`src/hw/itm_regs.svh`:
```
// Purpose: register offsets, field positions and reset values of the input timing block
// Assumes: 8-bit registers at byte offsets, reached over the two-wire serial port
// Notes: definitions only
// Summary of operation
// - an 11-bit samples-per-line value is held as low byte plus 3-bit high field
// - samples-per-line value is the divider of the sampling-clock phase-locked loop
// - read-only 10-bit count of reference clocks in one incoming line
// - reference clock is the PAL or NTSC four-times-subcarrier oscillator as selected
// - read-only 12-bit count of incoming lines per frame
// - 8-bit vertical reduction coefficient m, scale 1-m/256, software keeps m at most 192
// - new coefficient takes effect only on any write to offset F
// - low command byte holds reset, four power-downs, notch, bandpass, pedestal at bits 0-7
// - pipeline-reset bit holds the video pipeline in reset; registers stay untouched
// - each power-down bit: 0 powers the function, 1 powers it off
// - filter bits insert filter when 1; pedestal bit inserts black pedestal when 1
`ifndef ITM_REGS_SVH
`define ITM_REGS_SVH

`define ITM_OFS_SPL_LO 8'h08
`define ITM_OFS_SPL_HI 8'h09
`define ITM_OFS_HLEN_LO 8'h0a
`define ITM_OFS_HLEN_HI 8'h0b
`define ITM_OFS_VCNT_LO 8'h0c
`define ITM_OFS_VCNT_HI 8'h0d
`define ITM_OFS_VCOEF 8'h0e
`define ITM_OFS_VLOAD 8'h0f
`define ITM_OFS_CMD 8'h10

`define ITM_CMD_PIPE_RST 0
`define ITM_CMD_CLK_DOWN 1
`define ITM_CMD_ADC_DOWN 2
`define ITM_CMD_COMP_DOWN 3
`define ITM_CMD_YC_DOWN 4
`define ITM_CMD_NOTCH 5
`define ITM_CMD_BANDPASS 6
`define ITM_CMD_PEDESTAL 7

`define ITM_RST_SPL 11'h000
`define ITM_RST_VCOEF 8'h00
`define ITM_RST_CMD 8'h00

`define ITM_I2C_BITS 4'h8

`endif

```
`src/hw/itm_pkg.sv`:
```
// Purpose: types of the input timing block
// Assumes: nothing
// Notes: one-hot serial port states
package itm_pkg;

  typedef enum logic [6:0] {
    ITM_S_IDLE = 7'b0000001,
    ITM_S_ADDR = 7'b0000010,
    ITM_S_AACK = 7'b0000100,
    ITM_S_WR = 7'b0001000,
    ITM_S_WACK = 7'b0010000,
    ITM_S_RD = 7'b0100000,
    ITM_S_RACK = 7'b1000000
  } itm_i2c_st_t;

  typedef struct packed {
    logic scl_q;
    logic sda_q;
    logic hs_q;
    logic vs_q;
    logic osc_q;
    itm_i2c_st_t st;
    logic [3:0] bit_cnt;
    logic [7:0] shreg;
    logic [7:0] ptr;
    logic first;
    logic rw;
    logic sda_oe_n;
    logic sda_lvl;
    logic [10:0] spl;
    logic [7:0] vstage;
    logic [7:0] vact;
    logic [7:0] cmd;
  } itm_state_t;

endpackage

```
`src/hw/itm_period_meas.sv`:
```
// Purpose: counts ticks between marks and latches the total at each mark
// Assumes: tick and mark are one-cycle pulses on the same clock
// Notes: saturates at all ones rather than wrapping
`timescale 1ns/1ps
`default_nettype none
module itm_period_meas #(
  parameter int W = 10
) (
  input wire logic i_clk,
  input wire logic i_rst_n,
  input wire logic i_tick,
  input wire logic i_mark,
  output logic [W-1:0] o_value
);
  localparam logic [W-1:0] MAXV = '1;

  typedef struct packed {
    logic [W-1:0] cnt;
    logic [W-1:0] val;
  } itm_meas_t;

  itm_meas_t s_r;
  itm_meas_t s_nxt;

  always_comb begin
    s_nxt = s_r;
    if (i_mark) begin
      // a tick on the mark cycle belongs to the new period
      s_nxt.val = s_r.cnt;
      s_nxt.cnt = i_tick ? {{(W-1){1'b0}}, 1'b1} : '0;
    end else if (i_tick && s_r.cnt != MAXV) begin
      s_nxt.cnt = s_r.cnt + {{(W-1){1'b0}}, 1'b1};
    end
  end

  always_ff @(posedge i_clk or negedge i_rst_n) begin
    if (!i_rst_n) begin
      s_r <= '0;
    end else begin
      s_r <= s_nxt;
    end
  end

  assign o_value = s_r.val;

  property p_meas_latch;
    @(posedge i_clk) disable iff (!i_rst_n)
    i_mark |=> o_value == $past(s_r.cnt);
  endproperty
  a_meas_latch: assert property (p_meas_latch) else $error("measure not latched at mark");

  property p_meas_hold;
    @(posedge i_clk) disable iff (!i_rst_n)
    !i_mark |=> $stable(o_value);
  endproperty
  a_meas_hold: assert property (p_meas_hold) else $error("measure changed between marks");

  property p_meas_sat;
    @(posedge i_clk) disable iff (!i_rst_n)
    (s_r.cnt == MAXV && !i_mark) |=> s_r.cnt == MAXV;
  endproperty
  a_meas_sat: assert property (p_meas_sat) else $error("measure counter wrapped");
endmodule // itm_period_meas
`default_nettype wire

```
`src/hw/itm_sync2.sv`:
```
// Purpose: two-flop synchroniser for pins
// Assumes: inputs are independent levels
// Notes: the first stage feeds only the second
`timescale 1ns/1ps
`default_nettype none
module itm_sync2 #(
  parameter int W = 1
) (
  input wire logic i_clk,
  input wire logic i_rst_n,
  input wire logic [W-1:0] i_d,
  output logic [W-1:0] o_q
);
  typedef struct packed {
    logic [W-1:0] meta;
    logic [W-1:0] q;
  } itm_sync_t;

  itm_sync_t s_r;
  itm_sync_t s_nxt;

  always_comb begin
    s_nxt.meta = i_d;
    s_nxt.q = s_r.meta;
  end

  always_ff @(posedge i_clk or negedge i_rst_n) begin
    if (!i_rst_n) begin
      s_r <= '0;
    end else begin
      s_r <= s_nxt;
    end
  end

  assign o_q = s_r.q;
endmodule // itm_sync2
`default_nettype wire

```
`src/hw/itm_top.sv`:
```
// Purpose: input timing measure, samples-per-line, vertical coefficient and command byte
// Assumes: two-wire serial register port; syncs active high; oscillators far below i_mclk
// Notes: pointer byte then data, auto-increment; unmapped and write-only offsets read 0x00
`timescale 1ns/1ps
`include "itm_regs.svh"
`default_nettype none
module itm_top #(
  parameter logic [6:0] DEV_ADDR = 7'h2a, // arbitrary
  parameter int HLEN_W = 10,
  parameter int VCNT_W = 12
) (
  input wire logic i_mclk,
  input wire logic i_rst_n,
  input wire logic i_scl,
  input wire logic i_sda,
  output logic o_sda_out,
  output logic o_sda_oe_n,
  input wire logic i_hsync,
  input wire logic i_vsync,
  input wire logic i_osc_pal,
  input wire logic i_osc_ntsc,
  input wire logic i_pal_select,
  output logic [10:0] o_spl_div,
  output logic [7:0] o_vert_coef,
  output logic o_pipe_reset,
  output logic o_core_clock_down,
  output logic o_input_converter_down,
  output logic o_composite_dac_down,
  output logic o_sep_video_dac_down,
  output logic o_luma_notch_on,
  output logic o_chroma_band_filter_on,
  output logic o_black_level_insert
);
  itm_pkg::itm_state_t s_r;
  itm_pkg::itm_state_t s_nxt;
  logic [5:0] pins_s;
  logic scl_s;
  logic sda_s;
  logic hs_s;
  logic vs_s;
  logic osc_s;
  logic hs_rise;
  logic vs_rise;
  logic osc_rise;
  logic [HLEN_W-1:0] hlen;
  logic [VCNT_W-1:0] vcnt;
  logic start_ev;
  logic stop_ev;
  logic scl_rise;
  logic scl_fall;
  logic we;
  logic [7:0] waddr;
  logic [7:0] wdata;
  logic [7:0] rdata;

  itm_sync2 #(.W(6)) u_sync (
    .i_clk(i_mclk),
    .i_rst_n(i_rst_n),
    .i_d({i_scl, i_sda, i_hsync, i_vsync, i_osc_pal, i_osc_ntsc}),
    .o_q(pins_s)
  );

  assign scl_s = pins_s[5];
  assign sda_s = pins_s[4];
  assign hs_s = pins_s[3];
  assign vs_s = pins_s[2];
  // switching standards may yield one stray edge; the next line corrects it
  assign osc_s = i_pal_select ? pins_s[1] : pins_s[0];

  assign hs_rise = hs_s & ~s_r.hs_q;
  assign vs_rise = vs_s & ~s_r.vs_q;
  assign osc_rise = osc_s & ~s_r.osc_q;
  assign scl_rise = scl_s & ~s_r.scl_q;
  assign scl_fall = ~scl_s & s_r.scl_q;
  assign start_ev = scl_s & s_r.scl_q & ~sda_s & s_r.sda_q;
  assign stop_ev = scl_s & s_r.scl_q & sda_s & ~s_r.sda_q;

  // reference clocks per line, latched at each line start
  itm_period_meas #(.W(HLEN_W)) u_hlen (
    .i_clk(i_mclk),
    .i_rst_n(i_rst_n),
    .i_tick(osc_rise),
    .i_mark(hs_rise),
    .o_value(hlen)
  );

  // lines per frame, latched at each frame start
  itm_period_meas #(.W(VCNT_W)) u_vcnt (
    .i_clk(i_mclk),
    .i_rst_n(i_rst_n),
    .i_tick(hs_rise),
    .i_mark(vs_rise),
    .o_value(vcnt)
  );

  always_comb begin
    case (s_r.ptr)
      `ITM_OFS_SPL_LO: rdata = s_r.spl[7:0];
      `ITM_OFS_SPL_HI: rdata = {5'h00, s_r.spl[10:8]};
      `ITM_OFS_HLEN_LO: rdata = hlen[7:0];
      `ITM_OFS_HLEN_HI: rdata = {6'h00, hlen[9:8]};
      `ITM_OFS_VCNT_LO: rdata = vcnt[7:0];
      `ITM_OFS_VCNT_HI: rdata = {4'h0, vcnt[11:8]};
      `ITM_OFS_VCOEF: rdata = s_r.vstage;
      `ITM_OFS_CMD: rdata = s_r.cmd;
      default: rdata = 8'h00;
    endcase
  end

  always_comb begin
    s_nxt = s_r;
    we = 1'b0;
    waddr = s_r.ptr;
    wdata = s_r.shreg;
    s_nxt.scl_q = scl_s;
    s_nxt.sda_q = sda_s;
    s_nxt.hs_q = hs_s;
    s_nxt.vs_q = vs_s;
    s_nxt.osc_q = osc_s;
    if (start_ev) begin
      s_nxt.st = itm_pkg::ITM_S_ADDR;
      s_nxt.bit_cnt = 4'h0;
      s_nxt.first = 1'b1;
      s_nxt.sda_oe_n = 1'b1;
    end else if (stop_ev) begin
      s_nxt.st = itm_pkg::ITM_S_IDLE;
      s_nxt.sda_oe_n = 1'b1;
    end else if (scl_rise) begin
      if (s_r.st == itm_pkg::ITM_S_ADDR || s_r.st == itm_pkg::ITM_S_WR) begin
        s_nxt.shreg = {s_r.shreg[6:0], sda_s};
        s_nxt.bit_cnt = 4'(s_r.bit_cnt + 4'h1);
      end
      // a master that does not acknowledge ends the read burst
      if (s_r.st == itm_pkg::ITM_S_RACK && sda_s) begin
        s_nxt.st = itm_pkg::ITM_S_IDLE;
      end
    end else if (scl_fall) begin
      case (s_r.st)
        itm_pkg::ITM_S_ADDR: begin
          if (s_r.bit_cnt == `ITM_I2C_BITS) begin
            if (s_r.shreg[7:1] == DEV_ADDR) begin
              s_nxt.st = itm_pkg::ITM_S_AACK;
              s_nxt.sda_oe_n = 1'b0;
              s_nxt.rw = s_r.shreg[0];
            end else begin
              s_nxt.st = itm_pkg::ITM_S_IDLE;
            end
          end
        end
        itm_pkg::ITM_S_AACK, itm_pkg::ITM_S_RACK: begin
          s_nxt.bit_cnt = 4'h0;
          if (s_r.rw) begin
            s_nxt.shreg = rdata;
            s_nxt.ptr = s_r.ptr + 8'h01;
            s_nxt.sda_oe_n = rdata[7];
            s_nxt.st = itm_pkg::ITM_S_RD;
          end else begin
            s_nxt.sda_oe_n = 1'b1;
            s_nxt.st = itm_pkg::ITM_S_WR;
          end
        end
        itm_pkg::ITM_S_WR: begin
          if (s_r.bit_cnt == `ITM_I2C_BITS) begin
            s_nxt.sda_oe_n = 1'b0;
            s_nxt.st = itm_pkg::ITM_S_WACK;
            if (s_r.first) begin
              s_nxt.ptr = s_r.shreg;
              s_nxt.first = 1'b0;
            end else begin
              we = 1'b1;
              s_nxt.ptr = s_r.ptr + 8'h01;
            end
          end
        end
        itm_pkg::ITM_S_WACK: begin
          s_nxt.sda_oe_n = 1'b1;
          s_nxt.bit_cnt = 4'h0;
          s_nxt.st = itm_pkg::ITM_S_WR;
        end
        itm_pkg::ITM_S_RD: begin
          if (s_r.bit_cnt == 4'h7) begin
            s_nxt.sda_oe_n = 1'b1;
            s_nxt.st = itm_pkg::ITM_S_RACK;
          end else begin
            s_nxt.shreg = {s_r.shreg[6:0], 1'b0};
            s_nxt.sda_oe_n = s_r.shreg[6];
            s_nxt.bit_cnt = 4'(s_r.bit_cnt + 4'h1);
          end
        end
        default: begin
          s_nxt.sda_oe_n = 1'b1;
        end
      endcase
    end
    if (we) begin
      case (waddr)
        `ITM_OFS_SPL_LO: s_nxt.spl[7:0] = wdata;
        `ITM_OFS_SPL_HI: s_nxt.spl[10:8] = wdata[2:0];
        `ITM_OFS_VCOEF: s_nxt.vstage = wdata;
        // the written data is ignored; any write moves the staged value into use
        `ITM_OFS_VLOAD: s_nxt.vact = s_r.vstage;
        `ITM_OFS_CMD: s_nxt.cmd = wdata;
        default: ;
      endcase
    end
  end

  // the pipeline-reset bit is only an output; it never clears these registers
  always_ff @(posedge i_mclk or negedge i_rst_n) begin
    if (!i_rst_n) begin
      s_r <= '0;
      s_r.st <= itm_pkg::ITM_S_IDLE;
      s_r.sda_oe_n <= 1'b1;
      s_r.spl <= `ITM_RST_SPL;
      s_r.vstage <= `ITM_RST_VCOEF;
      s_r.vact <= `ITM_RST_VCOEF;
      s_r.cmd <= `ITM_RST_CMD;
    end else begin
      s_r <= s_nxt;
    end
  end

  assign o_sda_out = s_r.sda_lvl;
  assign o_sda_oe_n = s_r.sda_oe_n;
  assign o_spl_div = s_r.spl;
  assign o_vert_coef = s_r.vact;
  assign o_pipe_reset = s_r.cmd[`ITM_CMD_PIPE_RST];
  assign o_core_clock_down = s_r.cmd[`ITM_CMD_CLK_DOWN];
  assign o_input_converter_down = s_r.cmd[`ITM_CMD_ADC_DOWN];
  assign o_composite_dac_down = s_r.cmd[`ITM_CMD_COMP_DOWN];
  assign o_sep_video_dac_down = s_r.cmd[`ITM_CMD_YC_DOWN];
  assign o_luma_notch_on = s_r.cmd[`ITM_CMD_NOTCH];
  assign o_chroma_band_filter_on = s_r.cmd[`ITM_CMD_BANDPASS];
  assign o_black_level_insert = s_r.cmd[`ITM_CMD_PEDESTAL];

  property p_coef_hold;
    @(posedge i_mclk) disable iff (!i_rst_n)
    !(we && waddr == `ITM_OFS_VLOAD) |=> $stable(o_vert_coef);
  endproperty
  a_coef_hold: assert property (p_coef_hold) else $error("coefficient changed without load");

  property p_coef_load;
    @(posedge i_mclk) disable iff (!i_rst_n)
    (we && waddr == `ITM_OFS_VLOAD) |=> o_vert_coef == $past(s_r.vstage);
  endproperty
  a_coef_load: assert property (p_coef_load) else $error("load did not apply staged value");

  property p_coef_stage;
    @(posedge i_mclk) disable iff (!i_rst_n)
    (we && waddr == `ITM_OFS_VCOEF) |=> s_r.vstage == $past(wdata) && $stable(o_vert_coef);
  endproperty
  a_coef_stage: assert property (p_coef_stage) else $error("coefficient staging wrong");

  property p_spl_lo;
    @(posedge i_mclk) disable iff (!i_rst_n)
    (we && waddr == `ITM_OFS_SPL_LO) |=> o_spl_div[7:0] == $past(wdata) ##1 $stable(o_spl_div);
  endproperty
  a_spl_lo: assert property (p_spl_lo) else $error("samples low byte not applied");

  property p_spl_hi;
    @(posedge i_mclk) disable iff (!i_rst_n)
    (we && waddr == `ITM_OFS_SPL_HI) |=> o_spl_div[10:8] == $past(wdata[2:0]);
  endproperty
  a_spl_hi: assert property (p_spl_hi) else $error("divider high field not applied");

  property p_cmd_rst;
    @(posedge i_mclk) disable iff (!i_rst_n)
    (we && waddr == `ITM_OFS_CMD) |=> o_pipe_reset == $past(wdata[0]) && $stable(o_spl_div);
  endproperty
  a_cmd_rst: assert property (p_cmd_rst) else $error("pipeline reset bit wrong");

  property p_cmd_pwr;
    @(posedge i_mclk) disable iff (!i_rst_n)
    (we && waddr == `ITM_OFS_CMD) |=> {o_core_clock_down, o_input_converter_down,
      o_composite_dac_down, o_sep_video_dac_down} == $past({wdata[1], wdata[2], wdata[3], wdata[4]});
  endproperty
  a_cmd_pwr: assert property (p_cmd_pwr) else $error("power-down bits misplaced");

  property p_cmd_filt;
    @(posedge i_mclk) disable iff (!i_rst_n)
    (we && waddr == `ITM_OFS_CMD) |=> {o_black_level_insert, o_chroma_band_filter_on,
      o_luma_notch_on} == $past(wdata[7:5]);
  endproperty
  a_cmd_filt: assert property (p_cmd_filt) else $error("filter bits misplaced");

  property p_cmd_hold;
    @(posedge i_mclk) disable iff (!i_rst_n)
    !(we && waddr == `ITM_OFS_CMD) |=> $stable(s_r.cmd);
  endproperty
  a_cmd_hold: assert property (p_cmd_hold) else $error("command byte changed unwritten");

  property p_pipe_rst_keep;
    @(posedge i_mclk) disable iff (!i_rst_n)
    (o_pipe_reset && !we) |=> $stable(o_spl_div) && $stable(o_vert_coef)
      && $stable(s_r.vstage);
  endproperty
  a_pipe_rst_keep: assert property (p_pipe_rst_keep) else $error("pipeline reset disturbed registers");

  // pulling sda low while scl is high would read as a start and corrupt a write
  property p_sda_low_scl;
    @(posedge i_mclk) disable iff (!i_rst_n)
    $changed(o_sda_oe_n) |-> o_sda_oe_n || !s_r.scl_q;
  endproperty
  a_sda_low_scl: assert property (p_sda_low_scl) else $error("sda pulled low while scl high");
endmodule // itm_top
`default_nettype wire

```
`config.mk`:
```
export PLATFORM = sky130hd
export DESIGN_NAME = itm_top
export DESIGN_NICKNAME = d
export VERILOG_FILES = /design/src/hw/itm_pkg.sv /design/src/hw/itm_period_meas.sv /design/src/hw/itm_sync2.sv /design/src/hw/itm_top.sv
export VERILOG_INCLUDE_DIRS = /design/src /design/src/hw
export SDC_FILE = /design/constraint.sdc
export NUM_CORES = 1
export LEC_CHECK = 0
export CORE_MARGIN = 4
export CORE_UTILIZATION = 61
export CTS_BUF_LIST = sky130_fd_sc_hd__clkbuf_2
export DETAILED_ROUTE_END_ITERATION = 8
export DONT_BUFFER_PORTS = 1
export HOLD_SLACK_MARGIN = 0.02
export PLACE_DENSITY_LB_ADDON = 0.08
export SYNTH_ARGS = -nofsm -noshare
export SYNTH_HDL_FRONTEND = slang
export SYNTH_SLANG_ARGS = --single-unit
export TNS_END_PERCENT = 100
```
`constraint.sdc`:
```
create_clock -name i_mclk -period 3.1 [get_ports i_mclk]
set_input_delay 0.62 -clock i_mclk [delete_from_list [all_inputs] [get_ports i_mclk]]
set_output_delay 0.62 -clock i_mclk [all_outputs]
set_load 0.1 [all_outputs]
```
; After elaboration in Yosys (flattened, before gate mapping)
; Cells that the tools add are included.
[word_totals]
register_bits = 126
in_bits = 9
out_inout_bits = 29
word_cells = 184
[classes]
n_addsub = 4
n_eq_ne = 39
muxes = 67
bitwise = 20
reduce_logical = 31
[ops]
columns = operator, count
row1 = $mux 12, 9
row2 = $mux 16, 6
row3 = $eq 8x4->1 const B, 8
row4 = $pmux 8 s8, 1
row5 = $mux 9, 6
row6 = $mux 7, 5
row7 = $pmux 7 s5, 1
row8 = $pmux 8 s2, 2
row9 = $mux 30, 1
row10 = $mux 11, 2
row11 = $mux 22, 1
row12 = $reduce_and 7->1, 3
row13 = $mux 10, 2
row14 = $mux 19, 1
row15 = $mux 1, 18
row16 = $ne 6x5->1 const B, 3
row17 = $ne 4x3->1 const B, 4
row18 = $ne 5x5->1 const B, 3
row19 = $reduce_and 5->1, 3
row20 = $eq 7x6->1 const B, 2
row21 = $mux 2, 7
row22 = $reduce_bool 2->1, 7
row23 = $add 12x1->12 const B, 1
row24 = $ne 12x12->1 const B, 1
row25 = other kinds (35), 64

; Longest topological paths before layout
[depth]
ltp_word = 13
depth_mapped = 9
mapped_depth_nobuf = 8

; Cells and area by module
; Synthesis repeated with hierarchy kept, for this count alone.
[hier_totals]
hier_cells = 661
hier_area_um2 = 6919.1
[by_module_without_submodules]
columns = mod, n_inst, cells_per_inst, area_per_inst_um2, seq_area_each_um2
row1 = itm_top, 1, 454, 4374.2, 1754.2
row2 = itm_period_meas at u_vcnt, 1, 107, 1194.9, 600.6
row3 = itm_period_meas at u_hlen, 1, 88, 1049.8, 500.5
row4 = itm_sync2, 1, 12, 300.3, 300.3

; Worst setup path before layout
; Ideal clock, no wire load.
[synth_path]
kind = reg2reg
start = reg s_r[64] in the netlist's numbering
end = reg s_r (netlist bit wdata[3])
setup_ps = 125
arrival_time_ps = 1992
required_ps = 2975
setup_slack_ps = 983
path_stages_with_launch = 7
path_buffers = 2
synth_period_minus_slack_ps = 2117
path_cell_list = dfrtp_1 buf_6 or4_4 nor4b_4 o211a_1 buf_6 mux2_2
[synth_via]
elab_chain_len = 5
elab_cells_between_ends = 15
classes_between = eq/ne (8) / mux (3) / reduce/logical (4)
[synth_lines]
columns = item, line_no
row1 = "start, declared", itm_top.sv:34  ; itm_pkg::itm_state_t s_r;
row2 = "start signal, assigned", itm_top.sv:219  ; s_r <= s_nxt;
row3 = $eq 7x7->1 / $eq 7x3->1 (equally long branches), itm_top.sv:138  ; case (s_r.st)
row4 = $reduce_or 2->1, itm_top.sv:138
row5 = $pmux 8 s2, itm_top.sv:138
row6 = $mux 30, itm_top.sv:137  ; end else if (scl_fall) begin
row7 = $mux 19, itm_top.sv:128  ; end else if (scl_rise) begin
; Several ways; a longest one is shown, not always the timed one. The select of a mux whose other input is x is not followed.
; A chain may end at the register's enable or synchronous reset.

; Worst setup path in the final report
[layout_path]
start = reg s_r (netlist bit waddr[0])
end = reg s_r (netlist bit wdata[3])
[layout_via]
elab_chain_len = 11
elab_cells_between_ends = 18
classes_between = eq/ne (8) / mux (10)
[layout_lines]
columns = item, line_no
row1 = $eq 8x5->1 / $eq 8x4->1 (equally long branches), itm_top.sv:97  ; case (s_r.ptr)
row2 = $pmux 8 s8 *, itm_top.sv:97
row3 = $mux 16 *, itm_top.sv:152  ; if (s_r.rw) begin
row4 = $mux 16 *, itm_top.sv:138
row5 = $mux 16 *, itm_top.sv:137
row6 = $mux 16 *, itm_top.sv:128
row7 = $mux 16 *, itm_top.sv:125  ; end else if (stop_ev) begin
row8 = $mux 16 *, itm_top.sv:120  ; if (start_ev) begin
row9 = $pmux 8 s2 *, itm_top.sv:138
row10 = $mux 30 *, itm_top.sv:137
row11 = $mux 19 *, itm_top.sv:128
; Every way passes the cells marked *; elsewhere a longest branch is shown, timed or not. The select of a mux whose other input is x is not followed.

==> results.sh <==
export IMPL_status="finished with violations"
export IMPL_violations="hold timing"
export IMPL_first_pass_iters=5
export IMPL_grt_start_max_net_pins=127
export IMPL_cts_made_buffers=17
export IMPL_ir_drop_uv=394
export IMPL_fillers=821
export IMPL_core_um2=10300
export IMPL_initial_core_util_pct=62.4
export IMPL_hold_path_class="primary input to asynchronous set/reset pin"
export IMPL_final_util_pct=65.4
export IMPL_grt_pass1_wl_um=23600
export IMPL_setup_ws_ps=511
export IMPL_postCtsSetupBuffers=0
export IMPL_post_route_min_period_ps=2590
export IMPL_end_kind="flip-flop"
export IMPL_die_x_um=111
export IMPL_path_clk_slew_ps=190
export IMPL_finalInstanceArea_um2=6720
export IMPL_synth_cells=579
export IMPL_die_y_um=111
export IMPL_synth_seq_cells=126
export IMPL_port_buffers=0
export IMPL_antenna_found_initial=0
export IMPL_drive_gt1_share_pct=22.4
export IMPL_pre_cts_ws_ps=567
export IMPL_hold_buffers=6
export IMPL_ant_nets=0
export IMPL_maxSlewViolCount=0
export IMPL_rr_startpoint="waddr[0]"
export IMPL_crit_path_start="waddr[0]"
export IMPL_fmax_ghz=0.386
export IMPL_path_max_fanout=15
export IMPL_crit_required_ps=3740
export IMPL_area_growth_pct=4.80
export IMPL_avgSynthCellArea_um2=11.1
export IMPL_rr_worst_depth=9
export IMPL_vias=4534
export IMPL_max_cap_viol_count=0
export IMPL_rows=37
export IMPL_synth_cell_types=74
export IMPL_crit_arrival_ps=3230
export IMPL_drt_iter0_drc=486
export IMPL_relSlewSlack_pct=35.0
export IMPL_wl_per_cell_um=20.3
export IMPL_ys_async_sr_fraction_pct=100
export IMPL_ys_warn_count=0
export IMPL_num_antenna_cells=0
export IMPL_place_area_um2=6400
export IMPL_fin_crit_sh_pct=83.5
export IMPL_hold_slack_ps=-395
export IMPL_skew_ps=33.3
export IMPL_cts_repair_resized=0
export IMPL_insertion_delay_ps=680
export IMPL_synth_edf_count=0
export IMPL_rsz0062_at_grt="no"
export IMPL_syn_nets=599
export IMPL_htree_levels=4
export IMPL_place_hpwl_um=10300
export IMPL_dieArea_um2=12200
export IMPL_io_pins=38
export IMPL_hold_viol=126
export IMPL_route_detailed_drc=0
export IMPL_ys_seq_area_share_pct=49.2
export IMPL_cellPowerDensity_nw_per_um2=495
export IMPL_gr_total_overflow=0
export IMPL_worstMarginPinSlew_ps=974
export IMPL_crit_type="flip-flop to flip-flop"
export IMPL_cts_buffer_depth=2
export IMPL_cts_sinks=126
export IMPL_setup_tns_ps=0
export IMPL_grt_pass1_vias=4315
export IMPL_tritoncts="built"
export IMPL_p_leak_nw=3.07
export IMPL_nets=591
export IMPL_setup_viol=0
export IMPL_root_buffer="clkbuf_2"
export IMPL_synth_area_um2=6410
export IMPL_place_congestion=0.933
export IMPL_routed_wl_um=14600
export IMPL_worstSetupStartpointType="flip-flop"
export IMPL_synth_flop_cell="dfrtp_1"
export IMPL_avgViaCountPerCell=6.30
export IMPL_grt_use_total_pct=24.6
## stage by stage
step | instances | power [mW]
6_report | 720 | 3.32
5_1_grt | 720 | 3.49
4_1_cts | 720 | 3.34
3_5_place_dp | 682 | 2.27
3_3_place_gp | 682 | 2.27
2_1_floorplan | 579 | 2.16
## layout make-up
class	count	area [um^2]	share of cell area, %
sequential	126	3160	47.0
clock inverter	15	170	2.53
timing repair buffer	19	158	2.35
tap	136	170	2.53
multi-input combinational	387	2910	43.3
inverter	20	75.1	1.12
clock buffer	17	85.1	1.27
## flip-flops by register name, indices dropped and copies added, names as in the netlist, 6 cells and up
name and cells:
o_spl_div 11, u_vcnt.s_r 12, u_hlen.o_value 10, u_sync.o_q 6
o_vert_coef 8, s_r 26, wdata 8, u_sync.s_nxt 6
u_vcnt.o_value 12, waddr 8, u_hlen.s_r 10
## synthesized netlist by cell type (4+ instances only)
master    count  area share [%]
clkbuf_1     16            0.94
o21ai_0      14             1.1
a22oi_1       6            0.70
nor3b_1       4            0.47
and3_1        7            0.68
nor2b_1       5            0.49
nor2_1       43             2.5
mux2i_1      10             1.6
dfrtp_1     124              48
buf_4        21             2.5
o22ai_1       4            0.39
nand3_1      22             1.7
nor3_1       12            0.94
nand4_1       9            0.88
a211oi_1      6            0.70
xnor2_1       5            0.68
a21oi_1      25             2.0
a31oi_1       5            0.49
inv_1        20             1.2
buf_2         5            0.39
o211ai_1      5            0.59
xor2_1       13             1.8
and4_1        4            0.55
or3_1         5            0.49
mux2_2       66              12
a222oi_1      5            0.78
ha_1         11             2.1
nand2_1      32             1.9
## power by group
part	internal (mW)	switching (mW)
clock	0.445	0.625
sequential	1.74	0.167
combinational	0.148	0.195
total	2.34	0.986
## critical path, stage by stage, from the launching register on
cell and delay, ps:
dfrtp_1 450, inv_1 120, ha_1 630, nand4bb_1 210, nor4_2 210, buf_4 230
o2bb2ai_1 150, nor2_1 140, nor3_1 240, mux2_2 170
## path summary, 6_finish.rpt
| path | slack [ps] | to |
|---|---|---|
| max in group asynchronous | 3250 | s_r[59] |
| hold / removal | -400 | o_spl_div[7] |
| min in group i_mclk | 150 | s_r[66] |
| hold reg to reg | 370 | u_sync.o_q[5] |
| setup / recovery | 510 | wdata[3] |
| setup reg to reg | 510 | wdata[3] |
## cell usage in the layout (no fill, tap or decap), drive strengths merged, types with 6 or more instances in the layout
cell type,count
a211oi,6
a21oi,26
a22oi,6
and3,7
buf,13
clkbuf,17
clkinv,8
dfrtp,124
dlygate4sd3,6
ha,11
inv,21
mux2,66
mux2i,10
nand2,33
nand3,24
nand4,9
nor2,43
nor3,12
nor4,6
o21ai,15
xor2,13
## logic make-up after synthesis
family          after synthesis  share of synthesized area [%]
mux                          76                           13.2
other cells                   1                         0.0585
compound gates              110                           12.6
buf+inv                      66                           5.54
xor+xnor                     18                           2.46
simple gates                171                           14.9
fa+ha+maj                    11                           2.15
flops                       126                           49.2
## per-layer routing
| metal | vias up | part of all wire (%) | global-route usage (%) |
|---|---|---|---|
| met5 | - | 0 | 0 |
| met4 | 0 | 1.3 | 6.90 |
| met3 | 20 | 9.2 | 8.77 |
| met2 | 169 | 44 | 34.1 |
| met1 | 2260 | 46 | 36.4 |
| li1 | 2085 | - | - |
Note: power is estimated with default switching activity, not from simulation.
